### src/verilog/kmw_cfg.svh
// Register offsets, field positions, reset values and bus widths for the
// keyboard and mouse wake and isolation block.
// Assumes a byte-addressed classic Wishbone slave with 32-bit data.
`ifndef KMW_CFG_SVH
`define KMW_CFG_SVH

`define KMW_ADR_W           8
`define KMW_DAT_W           32

`define KMW_OFS_WAKE_STS    8'h10
`define KMW_OFS_WAKE_EN     8'h14
`define KMW_OFS_INT_STS     8'h18
`define KMW_OFS_INT_MASK    8'h1C
`define KMW_OFS_KBC_RST     8'h2C
`define KMW_OFS_CTL         8'hF0

`define KMW_BIT_GLOBAL_EN   0
`define KMW_BIT_KBD_WAKE    3
`define KMW_BIT_MOUSE_WAKE  4
`define KMW_BIT_KBD_LSEL    3
`define KMW_BIT_MOUSE_LSEL  4
`define KMW_BIT_KISO        5
`define KMW_BIT_MISO        6
`define KMW_BIT_KBC_RST     6

`define KMW_RST_BYTE        8'h00
`define KMW_KBC_RST_VALUE   8'h40
`define KMW_WAKE_MASK       8'h18
`define KMW_EN_MASK         8'h19
`define KMW_CTL_MASK        8'h78

`endif

### src/verilog/kmw_pkg.sv
// Types shared by the keyboard and mouse wake and isolation block.
// Assumes nothing beyond the configuration header for its widths.
package kmw_pkg;

  typedef struct packed {
    logic clock_line;
    logic data_line;
  } kmw_ps2_t;

  typedef struct packed {
    logic       cyc;
    logic       stb;
    logic       we;
    logic [3:0] sel;
    logic [7:0] adr;
    logic [31:0] dat;
  } kmw_wb_req_t;

  typedef enum {
    KMW_BUS_IDLE,
    KMW_BUS_ACK
  } kmw_bus_state_t;

endpackage

### src/verilog/kmw_fall_sync.sv
// Two-stage synchroniser with a falling-edge pulse on its settled output.
// Assumes a single system clock and a synchronous active-high reset.
`timescale 1ns/1ps

module kmw_fall_sync (
  input  wire logic clk_sys_i,
  input  wire logic rst_i,
  input  wire logic line_i,
  output logic      level_o,
  output logic      fall_o
);

  logic meta;
  logic settled;
  logic settled_d;

  // The idle level of an open-drain data line is high, so reset to high
  // keeps a line that is already idle from posing as an edge.
  always_ff @(posedge clk_sys_i)
  begin
    if (rst_i)
    begin
      meta      <= 1'b1;
      settled   <= 1'b1;
      settled_d <= 1'b1;
    end
    else
    begin
      meta      <= line_i;
      settled   <= meta;
      settled_d <= settled;
    end
  end

  assign level_o = settled;
  assign fall_o  = settled_d & ~settled; // see (RQ18)

endmodule

### src/verilog/kmw_wake_iso.sv
// Keyboard and mouse wake, interrupt latching and isolation block.
// Assumes a classic Wishbone master, rst_i as standby power-on reset and
// separate main-power and bus reset inputs that only touch main-well state.
//
// Design decision made here: the Wishbone register port.
`timescale 1ns/1ps
`include "kmw_cfg.svh"

// How it works
// (RQ1) Latch bits live in control register 0xF0.
// (RQ2) Mouse latch select picks gated or latched.
// (RQ3) Keyboard latch select picks gated or latched.
// (RQ4) Interrupts and data edges set wake status.
// (RQ5) Wake output needs own and global enable.
// (RQ6) Interrupt wakes need main power; edges don't.
// (RQ7) Mouse isolation blocks mouse lines to controller.
// (RQ8) Keyboard isolation blocks keyboard lines to controller.
// (RQ9) Isolation bits cleared only by standby reset.
// (RQ10) Writing 0x40 at global_cfg_controller_reset holds controller reset.
// (RQ11) Software resets controller after main-power sleep.
// (RQ12) Software sets only bit 6 at global_cfg_controller_reset.
// (RQ13) Data lines set wake status unisolated when low.
// (RQ14) Isolation stops only internal sources of wakes.
// (RQ15) Wake enables cleared only by standby reset.
// (RQ16) Boot software clears spurious wake status bits.
// (RQ17) Software clears enables before main-power sleep.
// (RQ18) Synchronised falling data edge is active edge.
module kmw_wake_iso (
  input  wire logic                 clk_sys_i,
  input  wire logic                 rst_i,
  input  wire logic                 main_reset_i,
  input  wire logic                 bus_reset_i,
  input  wire logic                 main_power_good_i,
  input  wire kmw_pkg::kmw_wb_req_t wb_req_i,
  output logic [31:0]               wb_dat_o,
  output logic                      wb_ack_o,
  input  wire kmw_pkg::kmw_ps2_t    kbd_line_i,
  input  wire kmw_pkg::kmw_ps2_t    mouse_line_i,
  output kmw_pkg::kmw_ps2_t         kbc_kbd_line_o,
  output kmw_pkg::kmw_ps2_t         kbc_mouse_line_o,
  input  wire logic                 kbd_irq_i,
  input  wire logic                 mouse_irq_i,
  input  wire logic                 kbd_irq_clr_i,
  input  wire logic                 mouse_irq_clr_i,
  output logic                      kbd_irq_o,
  output logic                      mouse_irq_o,
  output logic                      kbc_reset_o,
  output logic                      wake_event_out_o,
  output logic                      irq_o
);

  logic [7:0] ctl_reg;
  logic [7:0] kbc_rst_reg;
  logic [7:0] wake_sts;
  logic [7:0] wake_en;
  logic [7:0] int_sts;
  logic [7:0] int_mask;
  logic       kbd_latch;
  logic       mouse_latch;
  logic       kbd_irq_src_d;
  logic       mouse_irq_src_d;
  kmw_pkg::kmw_bus_state_t bus_state;

  // Byte-lane write enable for the low byte of an aligned register.
  function automatic logic wr_hit(input kmw_pkg::kmw_wb_req_t req, input logic [7:0] ofs);
    wr_hit = req.cyc & req.stb & req.we & req.sel[0] & (req.adr == ofs);
  endfunction

  function automatic logic rd_hit(input kmw_pkg::kmw_wb_req_t req, input logic [7:0] ofs);
    rd_hit = req.cyc & req.stb & ~req.we & (req.adr == ofs);
  endfunction

  // Bus decode. Writes and read side effects act only in the idle cycle that takes
  // the request, one cycle before the ack, so a held request takes effect exactly once.
  wire       bus_take     = wb_req_i.cyc & wb_req_i.stb & (bus_state == kmw_pkg::KMW_BUS_IDLE);
  wire [7:0] wdat         = wb_req_i.dat[7:0];
  wire       wr_ctl       = bus_take & wr_hit(wb_req_i, `KMW_OFS_CTL);
  wire       wr_kbc_rst   = bus_take & wr_hit(wb_req_i, `KMW_OFS_KBC_RST);
  wire       wr_wake_sts  = bus_take & wr_hit(wb_req_i, `KMW_OFS_WAKE_STS);
  wire       wr_wake_en   = bus_take & wr_hit(wb_req_i, `KMW_OFS_WAKE_EN);
  wire       wr_int_mask  = bus_take & wr_hit(wb_req_i, `KMW_OFS_INT_MASK);
  wire       rd_int_sts   = bus_take & rd_hit(wb_req_i, `KMW_OFS_INT_STS);

  wire [7:0] rd_byte =
    (wb_req_i.adr == `KMW_OFS_CTL)       ? ctl_reg :
    (wb_req_i.adr == `KMW_OFS_KBC_RST)   ? kbc_rst_reg :
    (wb_req_i.adr == `KMW_OFS_WAKE_STS)  ? wake_sts :
    (wb_req_i.adr == `KMW_OFS_WAKE_EN)   ? wake_en :
    (wb_req_i.adr == `KMW_OFS_INT_STS)   ? int_sts :
    (wb_req_i.adr == `KMW_OFS_INT_MASK)  ? int_mask :
    `KMW_RST_BYTE;

  // Data-line edge detection. The pins feed the wake logic straight, with no
  // isolation in the path, so external devices always reach the status bits.
  logic kbd_data_fall;
  logic mouse_data_fall;

  kmw_fall_sync u_kbd_sync (
    .clk_sys_i (clk_sys_i),
    .rst_i     (rst_i),
    .line_i    (kbd_line_i.data_line),
    .level_o   (),
    .fall_o    (kbd_data_fall)
  ); // see (RQ13)

  kmw_fall_sync u_mouse_sync (
    .clk_sys_i (clk_sys_i),
    .rst_i     (rst_i),
    .line_i    (mouse_line_i.data_line),
    .level_o   (),
    .fall_o    (mouse_data_fall)
  ); // see (RQ13)

  // Interrupt selection between gated and latched forms.
  wire kiso        = ctl_reg[`KMW_BIT_KISO];
  wire miso        = ctl_reg[`KMW_BIT_MISO];
  wire next_kbd_irq   = ctl_reg[`KMW_BIT_KBD_LSEL] ? kbd_latch
                                                   : (kbd_irq_i & kbd_latch);     // see (RQ3)
  wire next_mouse_irq = ctl_reg[`KMW_BIT_MOUSE_LSEL] ? mouse_latch
                                                     : (mouse_irq_i & mouse_latch); // see (RQ2)

  // Interrupt-sourced wakes come from the internal controller, so they need
  // main power and are suppressed while that port is isolated.
  wire kbd_irq_rise   = next_kbd_irq & ~kbd_irq_src_d;
  wire mouse_irq_rise = next_mouse_irq & ~mouse_irq_src_d;
  wire kbd_irq_wake   = kbd_irq_rise & main_power_good_i & ~kiso;     // see (RQ6) see (RQ14)
  wire mouse_irq_wake = mouse_irq_rise & main_power_good_i & ~miso;   // see (RQ6) see (RQ14)
  wire kbd_wake_set   = kbd_irq_wake | kbd_data_fall;                 // see (RQ4)
  wire mouse_wake_set = mouse_irq_wake | mouse_data_fall;             // see (RQ4)

  wire [7:0] wake_set_vec = {3'h0, mouse_wake_set, kbd_wake_set, 3'h0};
  wire [7:0] wake_clr_vec = wr_wake_sts ? (wdat & `KMW_WAKE_MASK) : 8'h00;
  wire [7:0] next_wake_sts = (wake_sts & ~wake_clr_vec) | wake_set_vec;
  wire [7:0] next_int_sts  = (rd_int_sts ? 8'h00 : int_sts) | wake_set_vec;
  wire       next_wake_out = wake_en[`KMW_BIT_GLOBAL_EN] &
                             (|(wake_sts & wake_en & `KMW_WAKE_MASK)); // see (RQ5)

  // Isolated lines are presented to the controller as idle-high.
  wire kmw_pkg::kmw_ps2_t next_kbc_kbd;
  wire kmw_pkg::kmw_ps2_t next_kbc_mouse;
  assign next_kbc_kbd   = kiso ? 2'b11 : kbd_line_i;    // see (RQ8)
  assign next_kbc_mouse = miso ? 2'b11 : mouse_line_i;  // see (RQ7)

  // Standby-well state: only the standby power-on reset clears it.
  always_ff @(posedge clk_sys_i)
  begin
    if (rst_i)
    begin
      ctl_reg  <= `KMW_RST_BYTE;
      wake_en  <= `KMW_RST_BYTE;
      wake_sts <= `KMW_RST_BYTE;
      int_sts  <= `KMW_RST_BYTE;
      int_mask <= `KMW_RST_BYTE;
    end
    else
    begin
      if (wr_ctl)
        ctl_reg <= wdat & `KMW_CTL_MASK;   // see (RQ1) see (RQ9)
      if (wr_wake_en)
        wake_en <= wdat & `KMW_EN_MASK;    // see (RQ15)
      if (wr_int_mask)
        int_mask <= wdat & `KMW_WAKE_MASK;
      wake_sts <= next_wake_sts;           // see (RQ4)
      int_sts  <= next_int_sts;
    end
  end

  // Main-well state: the main-power reset clears it as well, so a controller
  // held in reset comes back out of reset when main power returns.
  always_ff @(posedge clk_sys_i)
  begin
    if (rst_i | main_reset_i)
      kbc_rst_reg <= `KMW_RST_BYTE;
    else if (wr_kbc_rst)
      kbc_rst_reg <= wdat;                 // see (RQ10)
  end

  // The latch catches a controller interrupt and holds it until the host
  // drains the controller; a new interrupt in the clear cycle wins.
  always_ff @(posedge clk_sys_i)
  begin
    if (rst_i | main_reset_i)
    begin
      kbd_latch   <= 1'b0;
      mouse_latch <= 1'b0;
    end
    else
    begin
      kbd_latch   <= kbd_irq_i | (kbd_latch & ~kbd_irq_clr_i);
      mouse_latch <= mouse_irq_i | (mouse_latch & ~mouse_irq_clr_i);
    end
  end

  always_ff @(posedge clk_sys_i)
  begin
    if (rst_i)
    begin
      kbd_irq_o        <= 1'b0;
      mouse_irq_o      <= 1'b0;
      kbd_irq_src_d    <= 1'b0;
      mouse_irq_src_d  <= 1'b0;
      kbc_reset_o      <= 1'b0;
      wake_event_out_o <= 1'b0;
      irq_o            <= 1'b0;
      kbc_kbd_line_o   <= 2'b11;
      kbc_mouse_line_o <= 2'b11;
    end
    else
    begin
      kbd_irq_o        <= next_kbd_irq;
      mouse_irq_o      <= next_mouse_irq;
      kbd_irq_src_d    <= next_kbd_irq;
      mouse_irq_src_d  <= next_mouse_irq;
      kbc_reset_o      <= kbc_rst_reg[`KMW_BIT_KBC_RST]; // see (RQ10)
      wake_event_out_o <= next_wake_out;
      irq_o            <= |(int_sts & int_mask);
      kbc_kbd_line_o   <= next_kbc_kbd;
      kbc_mouse_line_o <= next_kbc_mouse;
    end
  end

  // Bus slave: ack one cycle after the request, dropped the cycle after.
  always_ff @(posedge clk_sys_i)
  begin
    if (rst_i | bus_reset_i)
    begin
      bus_state <= kmw_pkg::KMW_BUS_IDLE;
      wb_ack_o  <= 1'b0;
      wb_dat_o  <= 32'h0000_0000;
    end
    else
    begin
      case (bus_state)
        kmw_pkg::KMW_BUS_IDLE:
        begin
          wb_ack_o <= bus_take;
          wb_dat_o <= {24'h00_0000, rd_byte};
          if (bus_take)
            bus_state <= kmw_pkg::KMW_BUS_ACK;
        end
        kmw_pkg::KMW_BUS_ACK:
        begin
          wb_ack_o  <= 1'b0;
          bus_state <= kmw_pkg::KMW_BUS_IDLE;
        end
        default:
        begin
          wb_ack_o  <= 1'b0;
          bus_state <= kmw_pkg::KMW_BUS_IDLE;
        end
      endcase
    end
  end
endmodule

### config.mk
export PLATFORM = sky130hd
export DESIGN_NAME = kmw_wake_iso
export DESIGN_NICKNAME = d
export VERILOG_FILES = /design/src/verilog/kmw_pkg.sv /design/src/verilog/kmw_fall_sync.sv /design/src/verilog/kmw_wake_iso.sv
export VERILOG_INCLUDE_DIRS = /design/src /design/src/verilog
export SDC_FILE = /design/constraint.sdc
export NUM_CORES = 1
export LEC_CHECK = 0
export BUFFER_PORTS_ARGS = -buffer_cell sky130_fd_sc_hd__buf_4
export CORE_UTILIZATION = 49
export CTS_CLUSTER_SIZE = 28
export DETAILED_ROUTE_END_ITERATION = 10
export HOLD_SLACK_MARGIN = 0.03
export PLACE_DENSITY = 0.95
export SKIP_CTS_REPAIR_TIMING = 1
export SLEW_MARGIN = 5
export SYNTH_ARGS = -nofsm -noshare
export SYNTH_HDL_FRONTEND = slang
export SYNTH_HIERARCHICAL = 1
export SYNTH_SLANG_ARGS = --single-unit
### constraint.sdc
create_clock -name clk_sys_i -period 3.3 [get_ports clk_sys_i]
set_input_delay 0.66 -clock clk_sys_i [delete_from_list [all_inputs] [get_ports clk_sys_i]]
set_output_delay 0.66 -clock clk_sys_i [all_outputs]
set_load 0.02 [all_outputs]
==> results of run 1 <==
==> layer usage <==
layer  wire length (um)  vias to the layer above
met5                  0                        -
met4                 63                        0
met3                288                        7
met2               2029                       63
met1               1953                      799
li1                   -                      830
==> path summary, 6_finish.rpt <==
path	start	endpoint	slack (ns)	cells past startpoint
max	wb_req_i[36]	kbc_rst_reg[7]$_SDFFE_PP0P_	1.07	5
min	u_mouse_sync/meta$_SDFF_PP1_	u_mouse_sync/level_o$_SDFF_PP1_	0.41	1
max reg2reg	bus_state[0]$_SDFFE_PP0P_	kbc_rst_reg[7]$_SDFFE_PP0P_	1.18	4
min reg2reg	u_mouse_sync/meta$_SDFF_PP1_	u_mouse_sync/level_o$_SDFF_PP1_	0.41	1
==> through the flow <==
| stage | instances | hold WS, ns |
|---|---|---|
| after CTS | 320 | 0.4149 |
| after global placement | 313 | 0.3870 |
| after floorplan | 243 | 0.3854 |
| after global routing | 320 | 0.4252 |
| final | 320 | 0.4138 |
| after detailed placement | 313 | 0.3961 |
==> synth_stat cells, drive strengths merged, types with 2 or more instances <==
cell	n	area, um^2
dfxtp	48	960.9
nor2	27	101.4
buf	25	185.2
mux2i	16	160.2
a21oi	11	55.05
or2	8	50.05
nand2	7	26.28
nor2b	7	43.79
a22oi	6	45.04
inv	6	22.52
nand3	6	30.03
clkbuf	5	18.77
o21ai	4	20.01
or3	4	25.02
nor3	3	15.01
nor3b	3	22.52
nor4	3	48.80
or4b	3	33.78
a221oi	2	17.52
a31oi	2	12.51
nand3b	2	15.01
nand4b	2	17.52
o21a	2	15.01
o221ai	2	17.52
o22ai	2	12.51
o31ai	2	15.01
o41ai	2	17.52
==> kinds of logic after synthesis <==
kind of cell | Yosys count | synth area share [%]
AOI/OAI and AO/OA | 37 | 11.95
other | 1 | 0.1790
and+or+nand+nor | 82 | 23.54
DFF | 48 | 45.88
buffers and inverters | 36 | 10.81
muxes | 16 | 7.646
==> layout make-up <==
cell class                 instances  area (um^2)  area share [%]
clock buffer                       6        72.57           2.912
clock inverter                     1        5.005          0.2008
inverter                           6        22.52          0.9036
multi-input combinational        159        993.5           39.86
sequential                        48        960.9           38.55
tap                               50        62.56           2.510
timing repair buffer              50        375.4           15.06
==> worst max-delay path: stages <==
cell     delay [ns]
buf_4          0.13
or4b_4         0.57
nor4_4         0.70
mux2i_1        0.29
nor2_1         0.05
==> power by group through the flow <==
| stage | Sequential (mW) | Clock, mW | Combinational [mW] |
|---|---|---|---|
| after floorplan | 0.612 | 0 | 0.0826 |
| after global placement | 0.609 | 0 | 0.113 |
| after detailed placement | 0.610 | 0 | 0.115 |
| after CTS | 0.596 | 0.332 | 0.116 |
| after global routing | 0.597 | 0.353 | 0.127 |
| final | 0.596 | 0.327 | 0.116 |
==> run metrics, run 1 <==
remaining antenna violation count=0; overall power=1.039 mW; Clock power frac=a little under a third; total iterations of the first detailed-routing run=4; CTS clk-pin slew, worst paths=0.08 ns; grt met2 use=33.63%; worst skew pair latency=0.30 ns; row count=23; port buffer count=50; placed instance area=between 0.002 and 0.0025 mm^2; final core occ=61.42%; Pint=0.7791 mW; largest net degree at the start of global routing=31; worst slack, placed=0.7867 ns; final setup vio count=0; clk_skew=0.009909 ns; H-tree depth=2; Hold Path Class=reg2reg; worst slew pin tran=0.7549 ns; Design Area, Final=0.002492 mm^2; clk sink count=48; Slew Limit Fails=0; Vias/cell=~5.3; most frequent cells in the layout=buf_4 (50), dfxtp_1 (48), nor2_1 (27); Startpoint Class=input pin; post-synthesis sequential area ratio=45.88%; TritonCTS clock tree=done; Leak=between 0.9 and 1 nW; ys async rst share=0%; Worst setup EP type=register; Final Hold Fails=0; setup slack after layout=1.074 ns; Syn Inst Count=220; vias in the first global route=1491; Max FO, Critical Path=8; antenna cells=0; gr ovfl total=0; nets@finish=330; GP Congestion=0.8475; die area=0.004540 mm^2; WL/cell=around 14 um; leading cell type in the layout, fill and taps excluded=buf_4; unrepaired setup endpoints after global routing=false; syn_area_per_cell=9.520 um^2; # fillers=381; DRC viols=0; first-pass GRT wire length=between 6 and 7 mm; #FFs+latches synth=48; MaxCap Viol Count=0; Layout area overhead=19.00%; routed vias=~1700; root buffer cell=clkbuf_8; Critical Path AT=2.41 ns; Setup TNS=0 ns; NetSw=between 0.2 and 0.3 mW; Syn. warnings=6; Rel. slew slack=just under 50%; Post-synth EDFFs=0; fin crit share=67.44%; Max Freq=449.3 MHz; layout cells sized above 1=22.59%; Initial Util=51.62%; total CTS buffers=5; GRT Util Overall=between 20% and 30%; kind of critical path=in2reg; Post-Syn Area=roughly 0.0021 mm^2; initial drt markers=77; I/O pin count=102; die width=between 60 and 70 um; Sw Ratio=approximately a quarter; initial antenna violation count=0; Worst EP required=3.48 ns; Yosys cell types=41; Worst VDD drop=285.7 uV; top_reg_cell synth=dfxtp_1; Comb pwr share=11.1%; Final HPWL DP=roughly 3.1 mm; clk buf depth=2; routing usage on met1=around 26%; met3 GRT Util=under 10%; most used routing layer=met2; Flop pwr share=57.4%; fin crit period=around 2.2 ns; status=finished clean; PD cells=between 400 and 500 mW/mm^2; Routed WL=4.335 mm; chip height=67.38 um; core area=0.004058 mm^2
Power figures use the tool's default switching activity.
==> run 2: changes to the inputs <==
- CORE_UTILIZATION: 49 -> 46
- PLACE_DENSITY: 0.95 -> 0.91
- clock period: 3.3 -> 2.25 ns (I/O delays scaled with it)
==> run metrics, run 2 (synthesis results as in run 1) <==
status=finished clean; Final Instance Count excl. Fillers=329; Setup TNS=0 ns; H-tree depth=2; Critical Path AT=1.99 ns; fin crit period=1.808 ns; WP buf/inv=2; kind of critical path=in2reg; Final Hold Fails=0; core area=0.004354 mm^2; first-pass GRT wire length=7.286 mm; Worst setup EP type=register; Leak=1.024 nW; final setup vio count=0; final core occ=58.62%; Final HPWL DP=3.291 mm; total CTS buffers=5; most frequent cells in the layout=buf_4 (56), dfxtp_1 (48), nor2_1 (27); clk_skew=approximately 0.0027 ns; I/O pin count=102; hold_sp=kbd_line_i[1]; vias in the first global route=1570; initial antenna violation count=0; clk sink count=48; crit path max-delay cell type=or4b_1; Max Freq=553.1 MHz; largest net degree at the start of global routing=31; Initial Util=between 40% and 50%; gr ovfl total=0; Startpoint Class=input pin; launch point of the worst path=wb_req_i[35]; leading cell type in the layout, fill and taps excluded=buf_4; clk buf depth=2; Worst path most repeated cell=buf_4; GRT Util Overall=19.21%; CP delay by family, top=simple AND/OR/NAND/NOR gates; Rel. slew slack=66.56%; port buffer count=50; CTS clk-pin slew, worst paths=0.08 ns; initial drt markers=129; WL/cell=13.16 um; Worst VDD drop=443.6 uV; Post-Place Cells=321; worst skew pair latency=0.29 ns; fin crit share=80.35%; antenna cells=0; worst-path cell chain=buf_4 > or4b_1 > nor4_4 > buf_4 > mux2i_1 > nor2_1; GP Congestion=0.8203; DRC viols=0; worst slew pin tran=0.5003 ns; layout cells sized above 1=24.19%; Largest stage delay, worst path=0.66 ns; total iterations of the first detailed-routing run=4; PD cells=609.5 mW/mm^2; Routed WL=4.331 mm; MaxCap Viol Count=0; die area=0.004827 mm^2; unrepaired setup endpoints after global routing=false; nets@finish=336; chip height=69.48 um; Vias/cell=5.109; TritonCTS clock tree=done; overall power=around 1.6 mW; Slew Limit Fails=0; die width=a little under 70 um; Layout area overhead=21.86%; root buffer cell=clkbuf_8; routed vias=about 1700; remaining antenna violation count=0; Max FO, Critical Path=7; Hold Path Class=in2reg; row count=24; Worst EP required=2.43 ns; worst r2r src=bus_state[0]$_SDFFE_PP0P_
-- run 2: worst paths after layout --
path / endpoint / slack, ns / cells past startpoint
worst max-delay path: ctl_reg[6]$_SDFFE_PP0P_ / 0.44 / 6
worst min register to register: u_kbd_sync/level_o$_SDFF_PP1_ / 0.42 / 1
worst min-delay path: kbc_kbd_line_o[1]$_SDFF_PP1_ / 0.33 / 2
worst max register to register: kbc_rst_reg[3]$_SDFFE_PP0P_ / 0.63 / 5
-- run 2: cell type report --
type	count	area (um^2)
multi-input cells	159	993.5
clock buffers	8	90.09
fillers	393	1802
inverters	6	22.52
flip-flops and latches	48	960.9
repair buffers	56	420.4
well taps	52	65.06
-- run 2: routing by layer --
| metal | part of all wire (%) | track usage [%] | vias to the layer above |
|---|---|---|---|
| met5 | 0 | 0 | - |
| met4 | 1.5 | 7.483 | 0 |
| met3 | 7.2 | 5.378 | 8 |
| met2 | 49 | 32.79 | 65 |
| met1 | 42 | 22.74 | 769 |
| li1 | - | - | 839 |
-- run 2: power breakdown --
group	leakage [nW]	internal, mW	switching, mW
clock	0.0455	0.251	0.260
sequential	0.390	0.865	0.00732
combinational	0.589	0.0676	0.105
total	1.02	1.18	0.372
-- run 2: worst register-to-register path, stage by stage (launching register included) --
cell and delay, ns:
dfxtp_1 0.31, nand3b_1 0.35, nor4_4 0.31, buf_4 0.24
mux2i_1 0.21, nor2_1 0.07
-- run 2: metrics by stage --
step | worst slack, ns | cell area [um^2] | hold WS (ns)
2_1_floorplan | 0.2681 | 2181 | 0.3854
3_3_place_gp | 0.1773 | 2462 | 0.3876
6_report | 0.4420 | 2552 | 0.3286
3_5_place_dp | 0.1423 | 2462 | 0.3985
5_1_grt | 0.3931 | 2552 | 0.3175
4_1_cts | 0.4524 | 2552 | 0.3189
==> run 3: changes to the inputs <==
- clock period: 2.25 -> 1.7 ns (I/O delays scaled with it)
==> run metrics, run 3 (synthesis results as in run 1) <==
WHS Path Cells=2; GP Congestion=0.8219; unrepaired setup endpoints after global routing=false; Initial Util=between 40% and 50%; fin crit period=around 1.5 ns; Max FO, Critical Path=6; total iterations of the first detailed-routing run=4; Max Freq=649.3 MHz; initial antenna violation count=0; die width=69.48 um; worst r2r src=bus_state[0]$_SDFFE_PP0P_; Critical Path AT=1.77 ns; layout cells sized above 1=between 20% and 30%; antenna cells=0; clk_skew=0.005045 ns; kind of critical path=in2reg; gr ovfl total=0; worst skew pair latency=0.30 ns; H-tree depth=2; Worst R2R End=kbc_rst_reg[2]$_SDFFE_PP0P_; Worst EP required=1.93 ns; Final Hold Fails=0; fin crit share=~91%; hold_sp=mouse_line_i[0]; # fillers=389; root buffer cell=clkbuf_8; vias in the first global route=1593; leading cell type in the layout, fill and taps excluded=buf_4; Layout area overhead=27.66%; WL/cell=roughly 13 um; routed vias=1744; nets@finish=about 350; remaining antenna violation count=0; core area=0.004354 mm^2; final setup vio count=0; R2R depth=5; Routed WL=4.431 mm; Setup TNS=0 ns; GRT Util Overall=19.45%; die area=0.004827 mm^2; Startpoint Class=input pin; row count=24; TritonCTS clock tree=done; Leak=1.089 nW; port buffer count=50; MaxCap Viol Count=0; CTS clk-pin slew, worst paths=approximately 0.090 ns; first-pass GRT wire length=7.355 mm; total CTS buffers=5; clk sink count=48; final core occ=approximately 60%; PD cells=790.1 mW/mm^2; Vias/cell=5.099; FF-to-FF setup slack=0.17 ns; status=finished clean; Worst setup EP type=register; initial drt markers=110; Hold EP=u_mouse_sync/meta$_SDFF_PP1_; DRC viols=0; largest net degree at the start of global routing=27; clk buf depth=2; chip height=69.48 um; most frequent cells in the layout=buf_4 (69), dfxtp_1 (48), nor2_1 (27); Slew Limit Fails=0; Worst VDD drop=571.8 uV; Final HPWL DP=about 3.4 mm; Hold Path Class=in2reg; I/O pin count=102
-- run 3: per-layer routing --
layer,part of all wire [%],track usage (%),vias to the layer above
met5,0,0,-
met4,1.2,6.803,0
met3,5.8,5.233,6
met2,48,31.28,55
met1,44,25.12,813
li1,-,-,870
-- run 3: worst max path at each step --
stage,from,slack [ns],cells past startpoint,end
3_5_place_dp,wb_req_i[36],-0.18,6,wb_dat_o[3]$_SDFFE_PP0N_
5_1_grt,bus_state[0]$_SDFFE_PP0P_,0.02,5,kbc_rst_reg[2]$_SDFFE_PP0P_
2_1_floorplan,wb_req_i[36],-0.06,4,kbc_rst_reg[0]$_SDFFE_PP0P_
4_1_cts,bus_state[0]$_SDFFE_PP0P_,0.15,5,kbc_rst_reg[2]$_SDFFE_PP0P_
6_report,wb_req_i[36],0.16,6,wb_dat_o[3]$_SDFFE_PP0N_
3_3_place_gp,wb_req_i[36],-0.13,6,wb_dat_o[3]$_SDFFE_PP0N_
-- run 3: final cells by class --
| type | count | area, um^2 | share of cell area (%) |
|---|---|---|---|
| Clock buffer | 6 | 82.58 | 3.088 |
| Sequential cell | 48 | 960.9 | 35.94 |
| Tap cell | 52 | 65.06 | 2.433 |
| Multi-Input combinational cell | 159 | 1010 | 37.76 |
| Clock inverter | 2 | 15.01 | 0.5615 |
| Timing Repair Buffer | 69 | 518.0 | 19.37 |
| Inverter | 6 | 22.52 | 0.8423 |
-- run 3: worst max-delay path, stage by stage --
cell	delay, ns
buf_4	0.12
or4b_4	0.57
a2111oi_2	0.30
buf_4	0.21
a21oi_1	0.08
o22ai_1	0.15
-- run 3: stage by stage --
step	setup WS [ns]	hold slack [ns]	instances	area, um^2	total power, mW
3_5_place_dp	-0.1776	0.3971	334	2576	1.432
3_3_place_gp	-0.1296	0.3898	334	2576	1.428
6_report	0.1600	0.2165	342	2674	2.113
5_1_grt	0.02452	0.2045	342	2674	2.208
4_1_cts	0.1539	0.2093	342	2674	2.130
2_1_floorplan	-0.05587	0.3854	243	2197	1.352
-- run 3: power breakdown --
part           internal [mW]  switching (mW)  total [mW]  leakage [nW]
clock                  0.329           0.376       0.706        0.0434
combinational          0.107           0.146       0.253         0.656
sequential              1.15         0.00938        1.15         0.390
total                   1.58           0.532        2.11          1.09
